--- src/include/cpu_exec_pkg.sv ---
// shared types and constants of the instruction execution block
package cpu_exec_pkg;

  // ****************************************
  // operations
  // ****************************************
  typedef enum logic [3:0] {
    OP_BRANCH_ALWAYS  = 4'h0,
    OP_BRANCH_NEVER   = 4'h1,
    OP_JUMP_INDIRECT  = 4'h2,
    OP_DEC_ADJ_ADD    = 4'h3,
    OP_DEC_ADJ_SUB    = 4'h4,
    OP_FLAGS_XOR      = 4'h5,
    OP_STORE_FLAGS    = 4'h6,
    OP_PUSH           = 4'h7,
    OP_POP            = 4'h8,
    OP_TEST_AND_SET   = 4'h9,
    OP_LOAD_SP        = 4'ha
  } op_code_t;

  typedef enum logic [1:0] {
    SIZE_BYTE = 2'h0,
    SIZE_WORD = 2'h1,
    SIZE_LONG = 2'h2
  } xfer_size_t;

  // ****************************************
  // flag layout and constants
  // ****************************************
  localparam int unsigned FLAG_C      = 7;
  localparam int unsigned FLAG_V      = 6;
  localparam int unsigned FLAG_H      = 5;
  localparam int unsigned FLAG_N      = 3;
  localparam int unsigned FLAG_Z      = 2;
  localparam int unsigned TAS_BIT     = 7;
  localparam logic [7:0]  FLAGS_RESET = 8'h00;
  localparam logic [7:0]  ODD_FILL    = 8'h00;
  localparam logic [31:0] STACK_STEP  = 32'h0000_0002;
  localparam logic [31:0] EVEN_MASK   = 32'hffff_fffe;
  localparam logic [3:0]  BCD_DIGIT_MAX = 4'h9;
  localparam logic [7:0]  BCD_BYTE_MAX  = 8'h99;
  localparam logic [7:0]  FIX_LOW       = 8'h06;
  localparam logic [7:0]  FIX_HIGH      = 8'h60;

endpackage : cpu_exec_pkg

--- src/include/mem_req_if.sv ---
// request carrier between the execution core and its bus port
`timescale 1ns/100ps
`default_nettype none
interface mem_req_if;
  logic                     req;
  logic                     we;
  logic                     lock;
  logic [31:0]              addr;
  logic [31:0]              wdata;
  cpu_exec_pkg::xfer_size_t size;
  logic [31:0]              rdata;
  logic                     done;

  modport issuer (output req, we, lock, addr, wdata, size, input rdata, done);
  modport port   (input req, we, lock, addr, wdata, size, output rdata, done);
endinterface : mem_req_if
`default_nettype wire

--- src/logic/decimal_adjust.sv ---
// decimal correction of a byte from the carry and half-carry flags
`timescale 1ns/100ps
`default_nettype none
module decimal_adjust (
  input  wire logic       subtract_i,
  input  wire logic [7:0] value_i,
  input  wire logic       carry_i,
  input  wire logic       half_i,
  output logic      [7:0] result_o,
  output logic            carry_o
);
  logic       fix_lo;
  logic       fix_hi;
  logic [7:0] fix;

  // ****************************************
  // correction
  // ****************************************
  // only the flags and the value count; the op that left the flags is unknown here
  always_comb
  begin
    if (subtract_i)
    begin
      fix_lo = half_i;
      fix_hi = carry_i;
    end
    else
    begin
      fix_lo = half_i || (value_i[3:0] > cpu_exec_pkg::BCD_DIGIT_MAX);
      fix_hi = carry_i || (value_i > cpu_exec_pkg::BCD_BYTE_MAX);
    end
    fix = (fix_hi ? cpu_exec_pkg::FIX_HIGH : 8'h00) | (fix_lo ? cpu_exec_pkg::FIX_LOW : 8'h00);
    result_o = subtract_i ? value_i - fix : value_i + fix;
    carry_o  = fix_hi;
  end
endmodule : decimal_adjust
`default_nettype wire

--- src/logic/bus_port.sv ---
// memory bus port with arbitration against other bus masters
`timescale 1ns/100ps
`default_nettype none
module bus_port (
  input  wire logic        ref_clk_i,
  input  wire logic        rst_i,
  mem_req_if.port          m,
  output logic             mem_req_o,
  output logic             mem_we_o,
  output logic      [31:0] mem_addr_o,
  output cpu_exec_pkg::xfer_size_t mem_size_o,
  output logic      [31:0] mem_wdata_o,
  input  wire logic        mem_ack_i,
  input  wire logic [31:0] mem_rdata_i,
  input  wire logic        ext_bus_req_i,
  output logic             ext_bus_grant_o
);
  logic grant_q;
  logic grant_d;

  // ****************************************
  // arbitration
  // ****************************************
  // a locked sequence never hands the bus over, even between its two accesses
  always_comb
  begin
    if (grant_q)
      grant_d = ext_bus_req_i;
    else
      grant_d = ext_bus_req_i && !m.req && !m.lock;
  end

  always_ff @(posedge ref_clk_i or posedge rst_i)
  begin
    if (rst_i)
      grant_q <= 1'b0;
    else
      grant_q <= grant_d;
  end

  // ****************************************
  // bus pins
  // ****************************************
  // request, address and data are flops in the core; held stable until ack
  assign mem_req_o       = m.req && !grant_q;
  assign mem_we_o        = m.we;
  assign mem_addr_o      = m.addr;
  assign mem_size_o      = m.size;
  assign mem_wdata_o     = m.wdata;
  assign m.done          = mem_req_o && mem_ack_i;
  assign m.rdata         = mem_rdata_i;
  assign ext_bus_grant_o = grant_q;
endmodule : bus_port
`default_nettype wire

--- src/logic/cpu_exec_unit.sv ---
// execution of branch, flag, decimal, stack and test-and-set operations
// Function
// - relative branch target is own address plus displacement
// - short displacement is signed, -128 to +127
// - long displacement is signed, -32768 to +32767
// - indirect jump takes target from operand address
// - branch always: condition true, always taken
// - branch never: condition false, falls through
// - decimal correction uses only carry, half-carry flags
// - xor mask a0 flips carry and half-carry
// - flag store writes even byte, odd byte undefined
// - stack accesses are word or longword only
// - stack pointer has no reset value
// - test-and-set reads byte, writes bit 7 set
// - test-and-set is locked, no bus grant between
`timescale 1ns/100ps
`default_nettype none
module cpu_exec_unit (
  input  wire logic        ref_clk_i,
  input  wire logic        rst_i,
  input  wire logic        op_valid_i,
  output logic             op_ready_o,
  input  wire cpu_exec_pkg::op_code_t op_code_i,
  input  wire logic        op_wide_i,
  input  wire logic [31:0] op_pc_i,
  input  wire logic [15:0] op_disp_i,
  input  wire logic [31:0] op_addr_i,
  input  wire logic [15:0] op_data_i,
  output logic             done_o,
  output logic             pc_load_o,
  output logic      [31:0] pc_target_o,
  output logic      [15:0] result_o,
  output logic      [7:0]  flags_o,
  output logic      [31:0] sp_o,
  output logic             sp_valid_o,
  output logic             mem_req_o,
  output logic             mem_we_o,
  output logic      [31:0] mem_addr_o,
  output cpu_exec_pkg::xfer_size_t mem_size_o,
  output logic      [31:0] mem_wdata_o,
  input  wire logic        mem_ack_i,
  input  wire logic [31:0] mem_rdata_i,
  input  wire logic        ext_bus_req_i,
  output logic             ext_bus_grant_o
);
  typedef enum logic [1:0] {
    ST_IDLE   = 2'b00,
    ST_ACCESS = 2'b01,
    ST_TAS_WR = 2'b10
  } state_t;

  mem_req_if              mif ();
  state_t                 state_q;
  cpu_exec_pkg::op_code_t cur_op_q;
  logic                   accept;
  logic [31:0]            disp_ext;
  logic [7:0]             adj_value;
  logic                   adj_carry;
  logic                   req_q;
  logic                   we_q;
  logic                   lock_q;
  logic [31:0]            addr_q;
  logic [31:0]            wdata_q;
  cpu_exec_pkg::xfer_size_t size_q;
  logic [7:0]             flags_q;
  logic [31:0]            sp_q;
  logic                   sp_valid_q;
  logic                   done_q;
  logic                   pc_load_q;
  logic [31:0]            pc_target_q;
  logic [15:0]            result_q;
  logic [7:0]             tas_byte;

  assign accept     = op_valid_i && op_ready_o;
  assign op_ready_o = (state_q == ST_IDLE);
  assign tas_byte   = mif.rdata[7:0];

  // ****************************************
  // displacement and decimal correction
  // ****************************************
  assign disp_ext = op_wide_i ? {{16{op_disp_i[15]}}, op_disp_i}
                              : {{24{op_disp_i[7]}}, op_disp_i[7:0]};

  decimal_adjust u_adjust (
    .subtract_i (op_code_i == cpu_exec_pkg::OP_DEC_ADJ_SUB),
    .value_i    (op_data_i[7:0]),
    .carry_i    (flags_q[cpu_exec_pkg::FLAG_C]),
    .half_i     (flags_q[cpu_exec_pkg::FLAG_H]),
    .result_o   (adj_value),
    .carry_o    (adj_carry)
  );

  bus_port u_bus (
    .ref_clk_i       (ref_clk_i),
    .rst_i           (rst_i),
    .m               (mif.port),
    .mem_req_o       (mem_req_o),
    .mem_we_o        (mem_we_o),
    .mem_addr_o      (mem_addr_o),
    .mem_size_o      (mem_size_o),
    .mem_wdata_o     (mem_wdata_o),
    .mem_ack_i       (mem_ack_i),
    .mem_rdata_i     (mem_rdata_i),
    .ext_bus_req_i   (ext_bus_req_i),
    .ext_bus_grant_o (ext_bus_grant_o)
  );

  // ****************************************
  // sequencing
  // ****************************************
  always_ff @(posedge ref_clk_i or posedge rst_i)
  begin
    if (rst_i)
    begin
      state_q  <= ST_IDLE;
      cur_op_q <= cpu_exec_pkg::OP_BRANCH_NEVER;
    end
    else
    begin
      unique case (state_q)
        ST_IDLE:
          if (accept)
          begin
            cur_op_q <= op_code_i;
            if (op_code_i inside {cpu_exec_pkg::OP_STORE_FLAGS, cpu_exec_pkg::OP_PUSH,
                                  cpu_exec_pkg::OP_POP, cpu_exec_pkg::OP_TEST_AND_SET})
              state_q <= ST_ACCESS;
          end
        ST_ACCESS:
          if (mif.done)
            state_q <= (cur_op_q == cpu_exec_pkg::OP_TEST_AND_SET) ? ST_TAS_WR : ST_IDLE;
        ST_TAS_WR:
          if (mif.done)
            state_q <= ST_IDLE;
        default:
          state_q <= ST_IDLE;
      endcase
    end
  end

  // ****************************************
  // memory requests
  // ****************************************
  always_ff @(posedge ref_clk_i or posedge rst_i)
  begin
    if (rst_i)
    begin
      req_q   <= 1'b0;
      we_q    <= 1'b0;
      lock_q  <= 1'b0;
      addr_q  <= 32'h0000_0000;
      wdata_q <= 32'h0000_0000;
      size_q  <= cpu_exec_pkg::SIZE_WORD;
    end
    else if (accept)
    begin
      unique case (op_code_i)
        cpu_exec_pkg::OP_STORE_FLAGS:
        begin
          req_q   <= 1'b1;
          we_q    <= 1'b1;
          addr_q  <= op_addr_i & cpu_exec_pkg::EVEN_MASK;
          size_q  <= cpu_exec_pkg::SIZE_WORD;
          wdata_q <= {16'h0000, flags_q, cpu_exec_pkg::ODD_FILL};
        end
        cpu_exec_pkg::OP_PUSH:
        begin
          req_q   <= 1'b1;
          we_q    <= 1'b1;
          addr_q  <= sp_q - cpu_exec_pkg::STACK_STEP;
          size_q  <= cpu_exec_pkg::SIZE_WORD;
          wdata_q <= {16'h0000, op_data_i};
        end
        cpu_exec_pkg::OP_POP:
        begin
          req_q  <= 1'b1;
          we_q   <= 1'b0;
          addr_q <= sp_q;
          size_q <= cpu_exec_pkg::SIZE_WORD;
        end
        cpu_exec_pkg::OP_TEST_AND_SET:
        begin
          req_q  <= 1'b1;
          we_q   <= 1'b0;
          lock_q <= 1'b1;
          addr_q <= op_addr_i;
          size_q <= cpu_exec_pkg::SIZE_BYTE;
        end
        default:
          req_q <= 1'b0;
      endcase
    end
    else if (mif.done)
    begin
      if (state_q == ST_ACCESS && cur_op_q == cpu_exec_pkg::OP_TEST_AND_SET)
      begin
        // write-back stays locked so no other master sees the byte half claimed
        we_q    <= 1'b1;
        wdata_q <= {24'h000000, tas_byte | 8'h80};
      end
      else
      begin
        req_q  <= 1'b0;
        we_q   <= 1'b0;
        lock_q <= 1'b0;
      end
    end
  end

  assign mif.req   = req_q;
  assign mif.we    = we_q;
  assign mif.lock  = lock_q;
  assign mif.addr  = addr_q;
  assign mif.wdata = wdata_q;
  assign mif.size  = size_q;

  // ****************************************
  // condition flags
  // ****************************************
  always_ff @(posedge ref_clk_i or posedge rst_i)
  begin
    if (rst_i)
      flags_q <= cpu_exec_pkg::FLAGS_RESET;
    else if (accept && op_code_i == cpu_exec_pkg::OP_FLAGS_XOR)
      flags_q <= flags_q ^ op_data_i[7:0];
    else if (accept && op_code_i inside {cpu_exec_pkg::OP_DEC_ADJ_ADD,
                                         cpu_exec_pkg::OP_DEC_ADJ_SUB})
    begin
      flags_q[cpu_exec_pkg::FLAG_C] <= adj_carry;
      flags_q[cpu_exec_pkg::FLAG_N] <= adj_value[7];
      flags_q[cpu_exec_pkg::FLAG_Z] <= (adj_value == 8'h00);
    end
    else if (state_q == ST_ACCESS && mif.done && cur_op_q == cpu_exec_pkg::OP_TEST_AND_SET)
    begin
      // flags show the byte before it was claimed
      flags_q[cpu_exec_pkg::FLAG_N] <= tas_byte[7];
      flags_q[cpu_exec_pkg::FLAG_Z] <= (tas_byte == 8'h00);
      flags_q[cpu_exec_pkg::FLAG_V] <= 1'b0;
    end
  end

  // ****************************************
  // stack pointer
  // ****************************************
  // no reset: contents stay unknown until software loads them
  always_ff @(posedge ref_clk_i)
  begin
    if (accept && op_code_i == cpu_exec_pkg::OP_LOAD_SP)
      sp_q <= op_addr_i;
    else if (accept && op_code_i == cpu_exec_pkg::OP_PUSH)
      sp_q <= sp_q - cpu_exec_pkg::STACK_STEP;
    else if (state_q == ST_ACCESS && mif.done && cur_op_q == cpu_exec_pkg::OP_POP)
      sp_q <= sp_q + cpu_exec_pkg::STACK_STEP;
  end

  always_ff @(posedge ref_clk_i or posedge rst_i)
  begin
    if (rst_i)
      sp_valid_q <= 1'b0;
    else if (accept && op_code_i == cpu_exec_pkg::OP_LOAD_SP)
      sp_valid_q <= 1'b1;
  end

  // ****************************************
  // completion and results
  // ****************************************
  always_ff @(posedge ref_clk_i or posedge rst_i)
  begin
    if (rst_i)
    begin
      done_q      <= 1'b0;
      pc_load_q   <= 1'b0;
      pc_target_q <= 32'h0000_0000;
      result_q    <= 16'h0000;
    end
    else
    begin
      done_q    <= 1'b0;
      pc_load_q <= 1'b0;
      if (accept)
      begin
        done_q      <= (state_q == ST_IDLE) && !(op_code_i inside {
                         cpu_exec_pkg::OP_STORE_FLAGS, cpu_exec_pkg::OP_PUSH,
                         cpu_exec_pkg::OP_POP, cpu_exec_pkg::OP_TEST_AND_SET});
        pc_target_q <= op_pc_i + disp_ext;
        unique case (op_code_i)
          cpu_exec_pkg::OP_BRANCH_ALWAYS: pc_load_q <= 1'b1;
          cpu_exec_pkg::OP_BRANCH_NEVER:  pc_load_q <= 1'b0;
          cpu_exec_pkg::OP_JUMP_INDIRECT:
          begin
            pc_load_q   <= 1'b1;
            pc_target_q <= op_addr_i;
          end
          cpu_exec_pkg::OP_DEC_ADJ_ADD,
          cpu_exec_pkg::OP_DEC_ADJ_SUB:   result_q <= {8'h00, adj_value};
          default:                        pc_load_q <= 1'b0;
        endcase
      end
      else if (mif.done && (state_q == ST_TAS_WR || cur_op_q != cpu_exec_pkg::OP_TEST_AND_SET))
      begin
        done_q <= 1'b1;
        if (cur_op_q == cpu_exec_pkg::OP_POP)
          result_q <= mif.rdata[15:0];
        else if (cur_op_q == cpu_exec_pkg::OP_TEST_AND_SET)
          result_q <= {8'h00, wdata_q[7:0]};
      end
    end
  end

  assign done_o      = done_q;
  assign pc_load_o   = pc_load_q;
  assign pc_target_o = pc_target_q;
  assign result_o    = result_q;
  assign flags_o     = flags_q;
  assign sp_o        = sp_q;
  assign sp_valid_o  = sp_valid_q;
endmodule : cpu_exec_unit
`default_nettype wire

--- config.mk ---
export PLATFORM = sky130hd
export DESIGN_NAME = cpu_exec_unit
export DESIGN_NICKNAME = d
export VERILOG_FILES = /design/src/include/cpu_exec_pkg.sv /design/src/include/mem_req_if.sv /design/src/logic/decimal_adjust.sv /design/src/logic/bus_port.sv /design/src/logic/cpu_exec_unit.sv
export SDC_FILE = /design/constraint.sdc
export NUM_CORES = 1
export LEC_CHECK = 0
export ABC_AREA = 1
export ABC_CLOCK_PERIOD_IN_PS = 3900
export BUFFER_PORTS_ARGS = -buffer_cell sky130_fd_sc_hd__buf_2
export CORE_MARGIN = 2
export CORE_UTILIZATION = 50
export CTS_CLUSTER_SIZE = 24
export DETAILED_ROUTE_END_ITERATION = 12
export GPL_TIMING_DRIVEN = 0
export PLACE_DENSITY = 0.75
export SYNTH_ARGS = -nofsm -noshare
export SYNTH_HDL_FRONTEND = slang
export SYNTH_HIERARCHICAL = 1
export SYNTH_SLANG_ARGS = --single-unit
--- constraint.sdc ---
create_clock -name ref_clk_i -period 3.9 [get_ports ref_clk_i]
set_input_delay 0.78 -clock ref_clk_i [delete_from_list [all_inputs] [get_ports ref_clk_i]]
set_output_delay 0.78 -clock ref_clk_i [all_outputs]
set_load 0.02 [all_outputs]
## Yosys cells after proc, flatten, opt, wreduce, memory -nomap -nowiden

Cells that the tools add are included.

- Reductions and logical operators: 53
- $lt $le $gt $ge: 2
- Equality and inequality tests: 24
- Add/sub/neg operators: 5
- Bitwise logic cells: 2
- Muxes and demuxes: 49

Operators by type and width:

| kind | count |
|---|---|
| $mux 32 | 8 |
| $pmux 32 s4 | 1 |
| $mux 16 | 5 |
| $pmux 32 s2 | 1 |
| $add 32x2->32 const B | 1 |
| $add 32x32->32 | 1 |
| $sub 32x2->32 const B | 1 |
| $eq 4x4->1 const B | 5 |
| $mux 1 | 19 |
| $mux 2 | 9 |
| $eq 4x3->1 const B | 4 |
| $logic_not 8->1 | 2 |
| $logic_and 1x1->1 | 15 |
| $reduce_bool 2->1 | 7 |
| $reduce_and 2->1 | 6 |
| $reduce_and 3->1 | 3 |
| $reduce_bool 3->1 | 3 |
| $add 8x8->8 | 1 |
| $eq 4x2->1 const B | 2 |
| $gt 8x8->1 const B | 1 |
| $mux 8 | 1 |
| $ne 2x1->1 const B | 4 |
| $ne 2x2->1 const B | 4 |
| $or 8x8->8 | 1 |
| other kinds (22) | 30 |

- Output and inout bits: 161
- Word-level logic and storage cells: 154
- Input bits: 138
- Register bits after elaboration: 167

## Logic depth before layout (Yosys ltp)

- Word-level depth: 10
- Mapped depth: 24
- Gate-level depth less buffers: 24

## Cells and area by module

Netlist, hierarchy kept.

By module, submodules not included:

| module | cells an instance | area an instance (sq um) | instances |
|---|---|---|---|
| cpu_exec_unit | 1,777 | 11,447.2 | 1 |
| bus_port | 110 | 813.3 | 1 |
| decimal_adjust | 97 | 498.0 | 1 |

## Least setup slack after synthesis

OpenSTA, ideal clock, no wires.

- Path type: input to register
- From: in mem_ack_i
- To: reg sp_q[10] (netlist: sp_o[10]) (enable)
- Buffers on the path: 0
- Data arrival time: 3.427 ns
- Setup slack: 0.011 ns
- Library setup time: 0.462 ns
- Stages: 4
- Required time: 3.438 ns
- Path through: inv_1 > nor2_1 > nand3_1 > o21ai_0

- Cells in the longest elaborated chain, start to end: 4

Ends and longest elaborated chain:

| what | RTL line | source |
|---|---|---|
| start, declared | cpu_exec_unit.sv:41 | `input wire logic mem_ack_i,` |
| $logic_and 1x1->1 | bus_port.sv:50 | `assign m.done = mem_req_o && mem_ack_i;` |
| via mif.done | mem_req_if.sv:12 | `logic done;` |
| $logic_and 1x1->1 (2 in a row) | cpu_exec_unit.sv:252 | `else if (state_q == ST_ACCESS && mif.done && cur_op_q == cpu_exec_pkg::OP_POP)` |
| $reduce_bool 3->1 (no line) | -- |  |
| end signal, assigned | cpu_exec_unit.sv:249 | `sp_q <= op_addr_i;` |
| end signal, assigned | cpu_exec_unit.sv:251 | `sp_q <= sp_q - cpu_exec_pkg::STACK_STEP;` |
| end signal, assigned | cpu_exec_unit.sv:253 | `sp_q <= sp_q + cpu_exec_pkg::STACK_STEP;` |
| end, declared | cpu_exec_unit.sv:66 | `logic [31:0] sp_q;` |

The timed path passes the listed nets, and every way through them passes these cells.
A chain may end at the register's enable or synchronous reset.

## Worst setup path in the final report

- From: in op_code_i[3]
- To: reg flags_q[2] (netlist: flags_o[2])

- Cells in the longest elaborated chain, start to end: 9

Ends and longest elaborated chain:

| what | RTL line | source |
|---|---|---|
| start, declared | cpu_exec_unit.sv:23 | `input wire cpu_exec_pkg::op_code_t op_code_i,` |
| $eq 4x3->1 (*) | cpu_exec_unit.sv:85 | `.subtract_i (op_code_i == cpu_exec_pkg::OP_DEC_ADJ_SUB),` |
| $mux 1 | decimal_adjust.sv:22 | `if (subtract_i)` |
| $mux 3 / $mux 7 (equally long branches) | decimal_adjust.sv:32 | `fix = (fix_hi ? cpu_exec_pkg::FIX_HIGH : 8'h00) \| (fix_lo ? cpu_exec_pkg::FIX_LOW : 8'h00);` |
| $or 8x8->8 | decimal_adjust.sv:32 |  |
| $add 8x8->8 / $sub 8x8->8 (equally long branches) | decimal_adjust.sv:33 | `result_o = subtract_i ? value_i - fix : value_i + fix;` |
| $mux 8 (*) | decimal_adjust.sv:33 |  |
| via adj_value[7] | cpu_exec_unit.sv:57 | `logic [7:0] adj_value;` |
| $logic_not 8->1 (*) | cpu_exec_unit.sv:231 | `flags_q[cpu_exec_pkg::FLAG_Z] <= (adj_value == 8'h00);` |
| $mux 2 (*) | cpu_exec_unit.sv:226 | `else if (accept && op_code_i inside {cpu_exec_pkg::OP_DEC_ADJ_ADD,` |
| $mux 2 (*) | cpu_exec_unit.sv:224 | `else if (accept && op_code_i == cpu_exec_pkg::OP_FLAGS_XOR)` |
| end signal, assigned | cpu_exec_unit.sv:223 | `flags_q <= cpu_exec_pkg::FLAGS_RESET;` |
| end signal, assigned | cpu_exec_unit.sv:225 | `flags_q <= flags_q ^ op_data_i[7:0];` |
| end signal, assigned by index | cpu_exec_unit.sv:231 |  |
| end, declared | cpu_exec_unit.sv:65 | `logic [7:0] flags_q;` |

The timed path passes the listed nets; every way through them passes the cells marked *.

==> results.cfg <==
[timing]
slew_violations = 0
hold_violations = 0
worstMarginPinSlew_ps = 966
relSlewSlack_pct = 35.6
fin_ws_ps = 304
max_freq_ghz = 0.278
grt_setup_unrepaired = false
fin_crit_sh_pct = 92.2
setup_viol_count_final = 0
skew_ps = 17.0
whs_ps = 196
post-route-min-period_ps = 3600

[floorplan]
dieArea_um2 = 26600
fp-row-count = 58
initial_core_util_pct = 50.6
fp.coreArea_um2 = 25000
io_pins = 299
die_w_um = 163
die_h_um = 163

[place]
io_buffers = 247
gp_congestion = 1.01
dp_cells = 2563
postPlaceCellArea_um2 = 14400
pre_cts_slack_ps = -200
dp_hpwl_mm = 37.9

[route]
drt_iter0_drc = 1425
dr.pass1.iters = 5
avgRoutedWirePerCell_um = 18.4
via_count = 13900
ant_nets = 0
drt-total-wl_mm = 47.8
viasPerCell = 5.36
route.detailed.drc = 0

[cells_and_area]
regArea_um2 = 3920
nFillCells = 2518
drive_gt1_share_pct = 20.0
fin_nets = 2433
fin_area_um2 = 15000
syn_to_final_growth_pct = 19.0
multi_input_area_um2 = 6910
instances_no_fill = 2598

[cts]
clk_latency_ps = 440
htree_levels = 4
cts_sinks = 150
hold_buffers = 0
cts_made_buffers = 17
cts_root_buf = clkbuf_16
clk_path_buf_depth = 2
clk_pin_slew_worst_paths_ps = 80
cts_tree = done

[power]
seq_power_share_pct = 32.0
power_leakage_nw = 8.14
pwr-share-clk_pct = 21.7
switchingPower_mw = 3.57
power_mw = 8.07
pwr-share-comb_pct = 46.3
switching_share_pct = 44.3
power_density_nw_per_um2 = 536
internal-power_mw = 4.49
max-vdd-ir-drop_mv = 0.443

[setup_path]
cp-end-kind = flop
crit_required_ps = 4270
crit_type = in -> reg
arrival_ps = 3960
rr_worst_depth = 17
crit_path_max_fanout = 6
start_kind = input pin

[logic_synthesis]
yosysWarningCount = 6
synthesis.area_um2 = 12600
syn_inst = 1968
syn-mean-instance-area_um2 = 6.42

[outcome]
outcome = completed

[global_route]
grt_pass1_vias = 13000
grt_pass1_wl_mm = 72.5
grt_antenna_before_repair = 2
grtUsageTotal_pct = 36.1
grt_max_degree = 89
gr-total-overflow = 0

[flow_run]
maxCapViolCount = 0

[min_path]
min_path_type = in -> async
## power by group through the flow
stage / combinational, mW / sequential (mW) / clock (mW)
finish: 3.73 / 2.58 / 1.75
global route: 4.10 / 2.63 / 1.81
CTS: 3.71 / 2.57 / 1.75
detailed placement: 3.69 / 2.59 / 0
global placement: 3.63 / 2.59 / 0
floorplan: 2.23 / 2.82 / 0
## timing repair
| action | CTS | global route |
|---|---|---|
| endpoints found under the setup margin | 0 | 1 |
| setup buffers | 0 | 0 |
| resized for setup | 0 | 1 |
## flip-flops by register name, indices dropped and copies added (netlist names), 2 cells and up
register and count:
pc_target_o 32, addr_q 32, state_q 2, result_o 16, cur_op_q 4, mif.wdata 16
flags_o 8, sp_o 32
## layout make-up
type	instances	area share (%)
antenna	3	0.0499
sequential	150	26.0
buffer	148	6.26
clock buffer	19	3.16
multi-input combinational	1434	46.0
tap	330	2.75
timing repair buffer	249	8.58
inverter	252	6.32
clock inverter	13	0.882
## per-stage QoR
| step | util, % | TNS, ps |
|---|---|---|
| floorplan | - | 0 |
| global placement | 57.5 | -242430 |
| detailed placement | 57.8 | -200 |
| CTS | 60.2 | 0 |
| global route | 60.2 | 0 |
| finish | 60.2 | 0 |
## critical path: stages
cell	delay [ps]
buf_2	120
inv_1	110
nand2_2	90
inv_2	110
nand2_1	100
inv_1	160
inv_1	120
nand2_1	80
nand2_1	60
a21oi_1	240
ha_1	270
nand2_1	70
nand2_1	60
ha_1	340
nand2_1	110
inv_1	40
a21oi_1	170
nand2_1	70
nand2_1	60
nand2_1	130
nor4_2	190
nand3_1	190
nand3_1	120
nor2_1	40
a21oi_1	130
## layer usage
layer  share of wire [%]  routed length, µm  GRT usage (%)
met1                  42              20300           48.1
met5                   0                  0              0
met3                 8.6               4100           5.09
met2                  44              21100           57.2
met4                 5.0               2390           18.2
## final timing paths
check | from | endpoint | slack, ps
hold reg to reg | sp_valid_o | sp_valid_o | 470
min in group ref_clk_i | sp_valid_o | sp_valid_o | 470
setup reg to reg | flags_o[5] | flags_o[2] | 1090
max in group asynchronous | rst_i | pc_target_o[18] | 2800
setup / recovery | op_code_i[3] | flags_o[2] | 300
hold / removal | rst_i | u_bus/ext_bus_grant_o | 200
## cells in the final DEF, fill, tap and decap left out, types with 7 or more instances in the layout
cell	count
a31oi_1	25
xnor2_1	11
a21oi_1	83
or2_2	10
conb_1	17
nor3_1	16
inv_2	9
o21ai_0	109
buf_2	275
nor2_1	200
xor2_1	38
clkbuf_16	19
o22ai_1	9
inv_1	242
nand3_1	116
nand2_1	660
clkbuf_1	24
edfxtp_1	32
ha_1	42
dfrtp_1	116
a22oi_1	8
nor2_4	7
o21ai_1	10
nand4_1	14
buf_4	89
(Power assumes the default switching activity.)
